<file path="config.mk">
export PLATFORM = sky130hd
export DESIGN_NAME = sadc_ctrl
export DESIGN_NICKNAME = d
export VERILOG_FILES = /design/src/sadc_pkg.sv /design/src/sadc_tad_gen.sv /design/src/sadc_sar.sv /design/src/sadc_ctrl.sv
export SDC_FILE = /design/constraint.sdc
export NUM_CORES = 1
export LEC_CHECK = 0
export BUFFER_PORTS_ARGS = -buffer_cell sky130_fd_sc_hd__buf_2
export CAP_MARGIN = 15
export CORE_MARGIN = 10
export CORE_UTILIZATION = 30
export CTS_BUF_LIST = sky130_fd_sc_hd__clkbuf_2 sky130_fd_sc_hd__clkbuf_4 sky130_fd_sc_hd__clkbuf_8
export DETAILED_ROUTE_END_ITERATION = 10
export PLACE_DENSITY = 0.45
export RECOVER_POWER = 25
export SYNTH_ARGS = -nofsm -noshare
export SYNTH_HDL_FRONTEND = slang
export SYNTH_SLANG_ARGS = --single-unit
export TNS_END_PERCENT = 100
</file>
<file path="constraint.sdc">
create_clock -name clk_sys_in -period 1.75 [get_ports clk_sys_in]
set_input_delay 0.175 -clock clk_sys_in [delete_from_list [all_inputs] [get_ports clk_sys_in]]
set_output_delay 0.175 -clock clk_sys_in [all_outputs]
set_load 0.01 [all_outputs]
</file>
<file path="src/sadc_pkg.sv">
// Purpose: shared constants and types for the successive-approximation converter control
// Assumes: 8-bit register port, 25 MHz system clock
// Notes:   offsets other than the control register are local choices
package sadc_pkg;
  localparam logic [7:0] SADC_CTRL_ADDR   = 8'h1f;
  localparam logic [7:0] SADC_RESULT_ADDR = 8'h1e;
  localparam logic [7:0] SADC_PCFG_ADDR   = 8'h9f;
  localparam logic [7:0] SADC_IRQ_STAT    = 8'h20;
  localparam logic [7:0] SADC_IRQ_EN      = 8'h21;
  localparam logic [7:0] SADC_IRQ_CLR     = 8'h22;
  localparam logic [7:0] SADC_SLEEP_ADDR  = 8'h23;
  // control register field positions
  localparam int SADC_CS_HI   = 7;
  localparam int SADC_CS_LO   = 6;
  localparam int SADC_CH_HI   = 5;
  localparam int SADC_CH_LO   = 3;
  localparam int SADC_GO_BIT  = 2;
  localparam int SADC_ON_BIT  = 0;
  localparam logic [7:0] SADC_CTRL_MASK  = 8'hfd;
  localparam logic [7:0] SADC_CTRL_RESET = 8'h00;
  localparam logic [7:0] SADC_PCFG_MASK  = 8'h07;
  // clock select codes
  localparam logic [1:0] SADC_CS_DIV2  = 2'h0;
  localparam logic [1:0] SADC_CS_DIV8  = 2'h1;
  localparam logic [1:0] SADC_CS_DIV32 = 2'h2;
  localparam logic [1:0] SADC_CS_RC    = 2'h3;
  // timing
  localparam int SADC_CLK_MHZ     = 25;
  localparam int SADC_RC_TAD_NS   = 4000;
  localparam int SADC_RC_TAD_CYC  = SADC_RC_TAD_NS * SADC_CLK_MHZ / 1000;
  localparam int SADC_TAD_PER_CNV = 9;
  localparam int SADC_BITS        = 8;
  typedef struct packed {
    logic [1:0] clk_sel;
    logic [2:0] chan;
    logic       go;
    logic       pwr_on;
  } sadc_ctrl_t;
  typedef struct packed {
    logic       compare_req;
    logic [7:0] trial_code;
  } sadc_dac_t;
endpackage : sadc_pkg

</file>
<file path="src/sadc_tad_gen.sv">
// Purpose: conversion clock enable generator, one pulse per bit period
// Assumes: system clock is the device oscillator
// Notes:   rc source is modelled by a counter of the rc period
`timescale 1ns/10ps
module sadc_tad_gen #(
  parameter int RC_CYCLES = sadc_pkg::SADC_RC_TAD_CYC
) (
  input  wire logic       clk_sys_in,
  input  wire logic       reset_n_in,
  input  wire logic       run_in,
  input  wire logic [1:0] clk_sel_in,
  output logic            tad_out
);
  logic [15:0] cnt_ff;
  logic [15:0] nxt_cnt;
  logic [15:0] limit;
  logic        tad_ff;
  logic        nxt_tad;
  //////////////////////////////////////////////////////////////////////////
  // divider terminal count per select code
  always_comb begin
    unique case (clk_sel_in)
      sadc_pkg::SADC_CS_DIV2:  limit = 16'h0001;
      sadc_pkg::SADC_CS_DIV8:  limit = 16'h0007;
      sadc_pkg::SADC_CS_DIV32: limit = 16'h001f;
      sadc_pkg::SADC_CS_RC:    limit = 16'(RC_CYCLES - 1);
    endcase
    nxt_cnt = 16'h0000;
    nxt_tad = 1'b0;
    if (run_in) begin
      if (cnt_ff >= limit) begin
        nxt_tad = 1'b1;
      end else begin
        nxt_cnt = cnt_ff + 16'h0001;
      end
    end
  end
  always_ff @(posedge clk_sys_in or negedge reset_n_in) begin
    if (!reset_n_in) begin
      cnt_ff <= 16'h0000;
      tad_ff <= 1'b0;
    end else begin
      cnt_ff <= nxt_cnt;
      tad_ff <= nxt_tad;
    end
  end
  assign tad_out = tad_ff;
endmodule // sadc_tad_gen

</file>
<file path="src/sadc_sar.sv">
// Purpose: successive-approximation register, one bit per period
// Assumes: comparator answer valid while compare request is high
// Notes:   nine periods: one sample, eight bit decisions
`timescale 1ns/10ps
module sadc_sar #(
  parameter int BITS = sadc_pkg::SADC_BITS
) (
  input  wire logic            clk_sys_in,
  input  wire logic            reset_n_in,
  input  wire logic            start_in,
  input  wire logic            abort_in,
  input  wire logic            tad_in,
  input  wire logic            cmp_hi_in,
  output logic [BITS-1:0]      code_out,
  output logic [BITS-1:0]      trial_out,
  output logic                 busy_out,
  output logic                 done_out
);
  logic [BITS-1:0] code_ff;
  logic [BITS-1:0] nxt_code;
  logic [3:0]      step_ff;
  logic [3:0]      nxt_step;
  logic            busy_ff;
  logic            nxt_busy;
  logic            done_ff;
  logic            nxt_done;
  logic [BITS-1:0] bit_mask;
  //////////////////////////////////////////////////////////////////////////
  // step 0 samples, steps 1..BITS resolve msb first
  always_comb begin
    bit_mask = '0;
    if (step_ff != 4'h0 && step_ff <= 4'(BITS)) begin
      bit_mask = BITS'(1) << (4'(BITS) - step_ff);
    end
    trial_out = code_ff | bit_mask;
    nxt_code  = code_ff;
    nxt_step  = step_ff;
    nxt_busy  = busy_ff;
    nxt_done  = 1'b0;
    if (abort_in) begin
      nxt_busy = 1'b0;
    end else if (start_in && !busy_ff) begin
      nxt_busy = 1'b1;
      nxt_step = 4'h0;
      nxt_code = '0;
    end else if (busy_ff && tad_in) begin
      if (step_ff != 4'h0) begin
        nxt_code = cmp_hi_in ? trial_out : code_ff;
      end
      if (step_ff == 4'(BITS)) begin
        nxt_busy = 1'b0;
        nxt_done = 1'b1;
      end else begin
        nxt_step = step_ff + 4'h1;
      end
    end
  end
  always_ff @(posedge clk_sys_in or negedge reset_n_in) begin
    if (!reset_n_in) begin
      code_ff <= '0;
      step_ff <= 4'h0;
      busy_ff <= 1'b0;
      done_ff <= 1'b0;
    end else begin
      code_ff <= nxt_code;
      step_ff <= nxt_step;
      busy_ff <= nxt_busy;
      done_ff <= nxt_done;
    end
  end
  assign code_out = code_ff;
  assign busy_out = busy_ff;
  assign done_out = done_ff;
endmodule // sadc_sar

</file>
<file path="src/sadc_ctrl.sv">
// Purpose: register file and sequencing for the 8-bit converter
// Assumes: comparator from the analog core arrives asynchronously
// Notes:   one level interrupt output
//
// Summary of operation
// - result is an unsigned 8-bit code built by successive approximation
// - five inputs on small variant, eight on large; codes above four unused
// - reference is supply or external reference pin, chosen by software
// - conversion runs during sleep only with the internal rc clock
// - bits 7-6 pick clock; 10 gives divide by 32, 11 internal rc
// - control register at 1f, all implemented bits reset to zero
// - each capable pin is analog input or digital; reference pin may be reference
// - setting start converts; then result stored, start cleared, done flag set
// - clearing start mid-conversion aborts; result kept, no done flag
// - a conversion lasts nine bit periods
// - code 00 gives divide by 2, code 01 divide by 8
//
// The implementer's own choice: strobed register access.
`timescale 1ns/10ps
module sadc_ctrl #(
  parameter int  CHANNELS  = 8,
  parameter int  RC_CYCLES = sadc_pkg::SADC_RC_TAD_CYC
) (
  input  wire logic       clk_sys_in,
  input  wire logic       reset_n_in,
  input  wire logic [7:0] addr_in,
  input  wire logic [7:0] wdata_in,
  input  wire logic       wr_in,
  input  wire logic       rd_in,
  input  wire logic       sleep_in,
  input  wire logic       cmp_hi_in,
  output logic [7:0]      rdata_out,
  output logic [2:0]      chan_sel_out,
  output logic            chan_valid_out,
  output logic            sample_out,
  output logic [7:0]      dac_code_out,
  output logic            ext_ref_out,
  output logic [2:0]      port_cfg_out,
  output logic            powered_out,
  output logic            irq_out
);
  sadc_pkg::sadc_ctrl_t ctrl_ff, nxt_ctrl;
  logic [7:0] result_ff, nxt_result;
  logic [2:0] pcfg_ff, nxt_pcfg;
  logic       stat_ff, nxt_stat;
  logic       ien_ff, nxt_ien;
  logic [7:0] rdata_ff, nxt_rdata;
  logic [2:0] chan_ff;
  logic       cvalid_ff, sample_ff, ext_ref_ff, pwr_ff, irq_ff;
  logic [7:0] dac_ff;
  logic [2:0] cmp_sync_ff;
  logic       cmp_stable_ff, nxt_cmp_stable;
  logic       sar_start, sar_abort, sar_busy, sar_done, tad, run_ok, rc_sel;
  logic [7:0] sar_code, sar_trial;
  //////////////////////////////////////////////////////////////////////////
  // comparator synchroniser: takes the third stage once second and third stage agree
  always_comb begin
    nxt_cmp_stable = cmp_stable_ff;
    if (cmp_sync_ff[1] == cmp_sync_ff[2]) begin
      nxt_cmp_stable = cmp_sync_ff[2];
    end
  end
  always_ff @(posedge clk_sys_in or negedge reset_n_in) begin
    if (!reset_n_in) begin
      cmp_sync_ff   <= 3'h0;
      cmp_stable_ff <= 1'b0;
    end else begin
      cmp_sync_ff   <= {cmp_sync_ff[1:0], cmp_hi_in};
      cmp_stable_ff <= nxt_cmp_stable;
    end
  end
  //////////////////////////////////////////////////////////////////////////
  // run gating: sleep stops any non-rc conversion
  always_comb begin
    rc_sel    = (ctrl_ff.clk_sel == sadc_pkg::SADC_CS_RC);
    run_ok    = ctrl_ff.pwr_on && (!sleep_in || rc_sel);
    sar_start = ctrl_ff.go && run_ok && !sar_done;
    sar_abort = sar_busy && (!ctrl_ff.go || !run_ok);
  end
  sadc_tad_gen #(
    .RC_CYCLES  (RC_CYCLES)
  ) u_tad (
    .clk_sys_in (clk_sys_in),
    .reset_n_in (reset_n_in),
    .run_in     (sar_busy && !sar_abort),
    .clk_sel_in (ctrl_ff.clk_sel),
    .tad_out    (tad)
  );
  // nine periods: sample then eight decisions
  sadc_sar #(
    .BITS       (sadc_pkg::SADC_BITS)
  ) u_sar (
    .clk_sys_in (clk_sys_in),
    .reset_n_in (reset_n_in),
    .start_in   (sar_start),
    .abort_in   (sar_abort),
    .tad_in     (tad),
    .cmp_hi_in  (cmp_stable_ff),
    .code_out   (sar_code),
    .trial_out  (sar_trial),
    .busy_out   (sar_busy),
    .done_out   (sar_done)
  );
  //////////////////////////////////////////////////////////////////////////
  // register writes, completion and interrupt status
  always_comb begin
    nxt_ctrl   = ctrl_ff;
    nxt_result = result_ff;
    nxt_pcfg   = pcfg_ff;
    nxt_stat   = stat_ff;
    nxt_ien    = ien_ff;
    if (wr_in) begin
      unique case (addr_in)
        sadc_pkg::SADC_CTRL_ADDR: begin
          nxt_ctrl.clk_sel = wdata_in[sadc_pkg::SADC_CS_HI:sadc_pkg::SADC_CS_LO];
          nxt_ctrl.chan    = wdata_in[sadc_pkg::SADC_CH_HI:sadc_pkg::SADC_CH_LO];
          nxt_ctrl.go      = wdata_in[sadc_pkg::SADC_GO_BIT];
          nxt_ctrl.pwr_on  = wdata_in[sadc_pkg::SADC_ON_BIT];
        end
        sadc_pkg::SADC_PCFG_ADDR: nxt_pcfg = wdata_in[2:0];
        sadc_pkg::SADC_IRQ_EN:    nxt_ien  = wdata_in[0];
        sadc_pkg::SADC_IRQ_CLR:   nxt_stat = stat_ff & ~wdata_in[0];
        default: ;
      endcase
    end
    // start request with no power or in sleep without rc drops at once
    if (nxt_ctrl.go && !sar_busy && !run_ok && !wr_in) begin
      nxt_ctrl.go = 1'b0;
    end
    if (sar_done && ctrl_ff.go) begin
      nxt_result  = sar_code;
      nxt_ctrl.go = 1'b0;
      nxt_stat    = 1'b1;                                                  // set beats clear
    end
  end
  always_ff @(posedge clk_sys_in or negedge reset_n_in) begin
    if (!reset_n_in) begin
      ctrl_ff   <= sadc_pkg::sadc_ctrl_t'(7'h00);
      result_ff <= 8'h00;
      pcfg_ff   <= 3'h0;
      stat_ff   <= 1'b0;
      ien_ff    <= 1'b0;
    end else begin
      ctrl_ff   <= nxt_ctrl;
      result_ff <= nxt_result;
      pcfg_ff   <= nxt_pcfg;
      stat_ff   <= nxt_stat;
      ien_ff    <= nxt_ien;
    end
  end
  //////////////////////////////////////////////////////////////////////////
  // read mux, data one cycle after the strobe
  always_comb begin
    nxt_rdata = 8'h00;
    if (rd_in) begin
      unique case (addr_in)
        sadc_pkg::SADC_CTRL_ADDR:   nxt_rdata = {ctrl_ff.clk_sel, ctrl_ff.chan,
                                                 ctrl_ff.go, 1'b0, ctrl_ff.pwr_on};
        sadc_pkg::SADC_RESULT_ADDR: nxt_rdata = result_ff;
        sadc_pkg::SADC_PCFG_ADDR:   nxt_rdata = {5'h00, pcfg_ff};
        sadc_pkg::SADC_IRQ_STAT:    nxt_rdata = {7'h00, stat_ff};
        sadc_pkg::SADC_IRQ_EN:      nxt_rdata = {7'h00, ien_ff};
        sadc_pkg::SADC_SLEEP_ADDR:  nxt_rdata = {6'h00, sar_busy, sleep_in};
        default:                    nxt_rdata = 8'h00;
      endcase
    end
  end
  //////////////////////////////////////////////////////////////////////////
  // registered analog-side and interrupt outputs
  always_ff @(posedge clk_sys_in or negedge reset_n_in) begin
    if (!reset_n_in) begin
      rdata_ff   <= 8'h00;
      chan_ff    <= 3'h0;
      cvalid_ff  <= 1'b0;
      sample_ff  <= 1'b0;
      dac_ff     <= 8'h00;
      ext_ref_ff <= 1'b0;
      pwr_ff     <= 1'b0;
      irq_ff     <= 1'b0;
    end else begin
      rdata_ff   <= nxt_rdata;
      chan_ff    <= ctrl_ff.chan;
      cvalid_ff  <= (32'(ctrl_ff.chan) < CHANNELS);
      sample_ff  <= !sar_busy && run_ok;
      dac_ff     <= sar_trial;
      ext_ref_ff <= pcfg_ff[0] && !pcfg_ff[2] | (pcfg_ff == 3'h5);
      pwr_ff     <= run_ok;
      irq_ff     <= stat_ff && ien_ff;
    end
  end
  assign rdata_out      = rdata_ff;
  assign chan_sel_out   = chan_ff;
  assign chan_valid_out = cvalid_ff;
  assign sample_out     = sample_ff;
  assign dac_code_out   = dac_ff;
  assign ext_ref_out    = ext_ref_ff;
  assign port_cfg_out   = pcfg_ff;
  assign powered_out    = pwr_ff;
  assign irq_out        = irq_ff;
endmodule // sadc_ctrl

</file>
== Word level (Yosys, flattened, before mapping) ==
Cells that the tools add are included.
Storage, ports and cells
  register bits: 79
  input port bits: 22
  word-level logic and storage cells: 120
Operators by class
  $add $sub $neg: 3
  $lt $le $gt $ge: 2
  equality and inequality tests: 14
  shift operators: 1
  muxes and demuxes: 30
  bitwise gates (word level): 5
  reductions and logical operators: 41
Operators by type and width (number)
  16-bit one-hot mux with 4 select lines: 1
  8-bit 2-to-1 mux: 6
  8-bit one-hot mux with 6 select lines: 1
  8-bit by 6-bit == test with 1-bit output (second input constant): 4
  16-bit 2-to-1 mux: 2
  16-bit by 1-bit adder with 16-bit output (second input constant): 1
  8-bit by 5-bit == test with 1-bit output (second input constant): 2
  16-bit >= comparator: 1
  1-bit logical AND: 15
  1-bit 2-to-1 mux: 15
  4-bit 2-to-1 mux: 3
  2-bit AND reduction: 5
  2-bit nonzero test: 5
  8-bit == test (second input constant): 1
  1-bit logical NOT: 8
  8-bit bitwise OR: 1
  1-bit by 4-bit left shift with 8-bit output (first input constant): 1
  3-bit nonzero test: 2
  4-bit by 1-bit adder with 4-bit output (second input constant): 1
  2-bit == test (second input constant): 2
  4-bit == test (second input constant): 1
  4-bit less-or-equal comparator (second input constant): 1
  2-bit 2-to-1 mux: 2
  4-bit AND reduction: 1
  other kinds (12): 14

== Logic depth before layout (Yosys ltp) ==
  word-level depth: 9
  mapped depth: 8
  gate-level depth less buffers: 8

== Modules after synthesis ==
A second synthesis with hierarchy kept.
Second synthesis, totals
  cell total of the unflattened synthesis: 286
  area, all modules: 3612.2 sq um
By module, submodules not included
  sadc_ctrl: times used 1, cells an instance 127, area an instance 1881.8 sq um, seq. area each 1201.2 sq um
  sadc_sar: times used 1, cells an instance 89, area an instance 887.1 sq um, seq. area each 350.3 sq um
  sadc_tad_gen: times used 1, cells an instance 70, area an instance 843.3 sq um, seq. area each 425.4 sq um

== Worst setup path before layout ==
OpenSTA, ideal clock, no wires.
  path type: flip-flop to flip-flop
  start point: reg ctrl_ff[6] (netlist bit)
  end point: reg u_tad.cnt_ff[2]
  data arrival time: 1.753 ns
  data required time: 1.678 ns
  slack: -0.075 ns
  cell stages (with the launch flop): 8
  path buffers: 0
  clock period less this slack: 1.825 ns
  path through: dfrtp_1 ha_1 inv_1 ha_1 nor2b_1 and3_1 a2111o_1 nor2_1
Between the ends
  word-level cells in the longest chain between the ends: 9
  elaborated cells between the ends (all ways): 15
Ends and longest elaborated chain
  from (decl): line sadc_ctrl.sv:42  | sadc_pkg::sadc_ctrl_t ctrl_ff, nxt_ctrl;
  from (signal assigned): line sadc_ctrl.sv:138  | ctrl_ff <= sadc_pkg::sadc_ctrl_t'(7'h00);
  from (signal assigned): line sadc_ctrl.sv:144  | ctrl_ff <= nxt_ctrl;
  parallel branches: the longest is 8 deep, another holds 16-bit >= comparator
  16-bit 2-to-1 mux *: line sadc_tad_gen.sv:30  | if (run_in) begin
  net u_tad.nxt_cnt[2]: line sadc_tad_gen.sv:15  | logic [15:0] nxt_cnt;
  to (signal assigned): line sadc_tad_gen.sv:43  | cnt_ff <= nxt_cnt;
  to (decl): line sadc_tad_gen.sv:14  | logic [15:0] cnt_ff;
Mark *: on every way through the listed nets, which the timed path passes. The select of a mux whose other input is x is not followed.
A chain may end at the register's enable or synchronous reset.

== Worst setup path after layout ==
  start point: reg ctrl_ff[6] (netlist bit)
  end point: reg u_tad.cnt_ff[3]
The elaborated chain is that of the path after synthesis.

==> metrics.md <==
| Metric | Value |
|---|---|
| Status | complete, but fails checks |
| Violated checks | negative setup slack |
| Initial antenna violation count | 0 |
| R2r startpoint | ctrl_ff[6]$_DFFE_PN0P_ |
| Final worst path period share | 1.09 |
| Final Hold Violating Endpoints | 0 |
| Top-area cell type share of the netlist area | 0.590 |
| Largest net degree at the start of global routing | 80 |
| Num rows | 38 |
| Crit path cell chain | ha_2 > inv_2 > ha_4 > nor2b_4 > and3_4 > a2111o_1 > nor2_1 |
| Max Cap Viol | 0 |
| Vias in the first global route | 2430 |
| Final setup viols | 8 |
| Antenna Violating Nets Remaining | 0 |
| Fraction of layout cells with a size suffix above 1 | 0.312 |
| Sw Pwr | 0.000785 W |
| Seq/Total Area, Yosys | 0.590 |
| Largest area contributor in the netlist | dfrtp_1 |
| Worst path max stage delay | 530 ps |
| Commonest non-fill, non-tap cell in the layout | dfrtp_1 |
| Hold crit path type | in -> reg |
| PD cells | 813 mW/mm^2 |
| Hold EP | ctrl_ff[5]$_DFFE_PN0P_ |
| Hold path startpoint | wdata_in[6] |
| Layout Nets | 419 |
| Reg-to-reg setup timing slack | -160 ps |
| Yosys reg bits | 79 |
| Initial Util | 0.308 |
| I/O pins | between 40 and 50 |
| Drt pass-1 iters | 4 |
| H-tree levels | 3 |
| Synth Flop Type | dfrtp_1 |
| Buffers plus inverters on the worst setup path | 1 |
| Synthesized cell area | between 0.003 and 0.004 mm^2 |
| Root Buffer | clkbuf_8 |
| Fillers | 1090 |
| Diodes inserted | 0 |
| First-pass GRT wire length | 12300 um |
| Startpoint class of the critical path | flip-flop |
| Slew headroom | 0.294 |
| Clock-pin slew on the worst setup and hold paths | 80 ps |
| Gr usage total | 0.0956 |
| YS warnings | 0 |
| Gate Count Post-Synth | 297 |
| Clk sinks | 79 |
| Core ar. | 0.0109 mm^2 |
| Maximum vdd drop | 0.415 mV |
| Longest Clk Path Bufs | 2 |
| Sequential Power Share | 0.543 |
| Synthesized area per cell | approximately 11 um^2 |
| Clock network power share | 0.393 |
| Logic pwr share | 0.064 |
| Grt ovf | 0 |
| DIE AREA | 0.0158 mm^2 |
| Initial drt markers | 86 |
| Final cell count without fillers | 525 |
| Worst Path Class, Setup | reg -> reg |
| Clock Skews | 12.5 ps |
| Die width | 126 um |
| Pint | 0.00268 W |
| Slowest CP cell | a2111o_1 |
| Final Max Slew Viols | 0 |
| Hold-critical path depth | 3 |
| Residual DRC | 0 |
| CP Data Required Time | 2040 ps |
| Area grow syn2layout | 27.5% |
| Most frequent cells in the layout | dfrtp_1, buf_2, nor2_1 |
| Routed wire length | 7430 um |
| Vias | 2297 |
| Fin crit period | 1910 ps |
| Switching Fraction | 0.226 |
| Post-synth EDFFs | 0 |
| Dpl hpwl | 5410 um |
| CTS tree | done |
| Port-buffer cells | 48 |
| Worst Path Arrival | 2200 ps |
| Post-Route Utilization | 0.392 |
| Slew of the pin with the lowest slew margin | 1060 ps |
| Unique masters post-synth | 41 |
| FF-to-FF path depth | 7 |
| Vias/cell | 4.38 |
| Die height | 126 um |
| CP top delay family | compound AO/OA/AOI/OAI gates |
| CP endpoint kind | flip-flop |
| RSZ-0062 raised after global routing | true |
| Ys async rst share | 1.00 |
| Inserted Clock Buffers | 9 |
| Gpl congestion | 0.744 |
| Post-Place Cells | between 500 and 600 |
| CP max FO | 8 |
| Drt wl/cell | 14.2 um |
| Latest clock arrival within the worst-skew pair | roughly 350 ps |
| Area contributors post-synth | dfrtp_1, ha_1, mux2_2, inv_1, nor2_1 |
| R2R Path End | u_tad.cnt_ff[3]$_DFF_PN0_ |
| Total Power | 0.00347 W |
| Fmax | 523 MHz |
| Setup ws final | -164 ps |
| Leakage power | roughly 2.1 nW |
-- through the flow --
stage / setup TNS, ps / hold slack [ps] / cell area (um^2) / worst slack, ps
5_1_grt: -2110 / 40.9 / 4270 / -278
3_5_place_dp: -1530 / 241 / 3950 / -205
6_report: -1230 / 44.8 / 4270 / -164
2_1_floorplan: -24.1 / -121 / 3390 / -13.6
3_3_place_gp: -1050 / 237 / 3950 / -139
4_1_cts: -1180 / 30.1 / 4250 / -167
-- sequential cells by signal, indices dropped and copies added (netlist names), 4 cells and up --
name            flops
u_tad.cnt_ff       16
rdata_out           8
u_sar.step_ff       4
ctrl_ff             7
dac_code_out        8
u_sar.code_out      8
result_ff           8
-- worst reg2reg max path, delay by kind of cell (launching register included) --
kind,cells,cell delay [ps]
AND/OR/NAND/NOR,3,400
buffers and inverters,1,90
AO/OA/AOI/OAI,1,530
adder cells (fa/ha/maj),2,410
flip-flops,1,420
-- metal layers --
metal / part of all wire / up-vias / wire length [um] / global-route usage
li1: - / 1164 / - / -
met5: 0 / - / 0 / 0
met3: 0.042 / 7 / 311 / 0.0361
met2: 0.46 / 36 / 3430 / 0.149
met4: 0.011 / 0 / 80 / 0.0305
met1: 0.49 / 1090 / 3610 / 0.119
-- power groups by stage --
stage               sequential [W]  combinational [W]  clock, W
floorplan                  0.00192          0.0000835         0
global placement           0.00192           0.000198         0
detailed placement         0.00192           0.000202         0
CTS                        0.00188           0.000229   0.00143
global route               0.00189           0.000253   0.00149
finish                     0.00188           0.000222   0.00136
-- Yosys cell counts, types with 4 or more instances --
| cell type | instances |
|---|---|
| nand4_1 | 4 |
| nand2_1 | 21 |
| xor2_1 | 5 |
| a21oi_1 | 9 |
| inv_1 | 28 |
| nor3_1 | 4 |
| dfrtp_1 | 79 |
| mux2_2 | 10 |
| nand3_1 | 12 |
| o21ai_0 | 15 |
| nor2_1 | 26 |
| nor2b_1 | 5 |
| mux2i_1 | 7 |
| and3_1 | 6 |
| a31oi_1 | 4 |
| a211oi_1 | 9 |
| ha_1 | 16 |
-- worst max-delay path by stage --
stage                                 startpoint                         to  slack (ps)  depth (start not counted)
after floorplan           ctrl_ff[6]$_DFFE_PN0P_  u_tad.cnt_ff[0]$_DFF_PN0_         -10                          8
after global placement    ctrl_ff[6]$_DFFE_PN0P_  u_tad.cnt_ff[0]$_DFF_PN0_        -140                          8
after detailed placement  ctrl_ff[6]$_DFFE_PN0P_  u_tad.cnt_ff[2]$_DFF_PN0_        -200                          8
after CTS                 ctrl_ff[5]$_DFFE_PN0P_  u_tad.cnt_ff[1]$_DFF_PN0_        -170                          7
after global routing      ctrl_ff[6]$_DFFE_PN0P_  u_tad.cnt_ff[1]$_DFF_PN0_        -280                          8
final                     ctrl_ff[6]$_DFFE_PN0P_  u_tad.cnt_ff[3]$_DFF_PN0_        -160                          7
-- timing repair --
action,in CTS,in global routing
setup buffers,2,0
hold buffers,2,0
resized for setup,12,6
hold endpoints to repair,80,0
pin swaps,7,7
setup endpoints to repair,8,19
-- cell type report --
cell class                      count  area (um^2)  share of cell area
Multi-Input combinational cell    191         1380               0.323
Tap cell                          140          175              0.0410
Inverter                           28          108              0.0252
Clock buffer                       12          153              0.0358
Clock inverter                      3         43.8              0.0103
Sequential cell                    79         1980               0.463
Timing Repair Buffer               72          432               0.101
-- kinds of logic after synthesis --
logic type,count (synthesis),synth area share
other,2,0.00224
muxes,17,0.0546
xor gates and xnor gates,7,0.0183
adders and majority gates,17,0.0628
AOI/OAI and AO/OA,47,0.0904
buffers and inverters,34,0.0400
DFF,79,0.590
and+or+nand+nor,94,0.141
(Power assumes the default switching activity.)
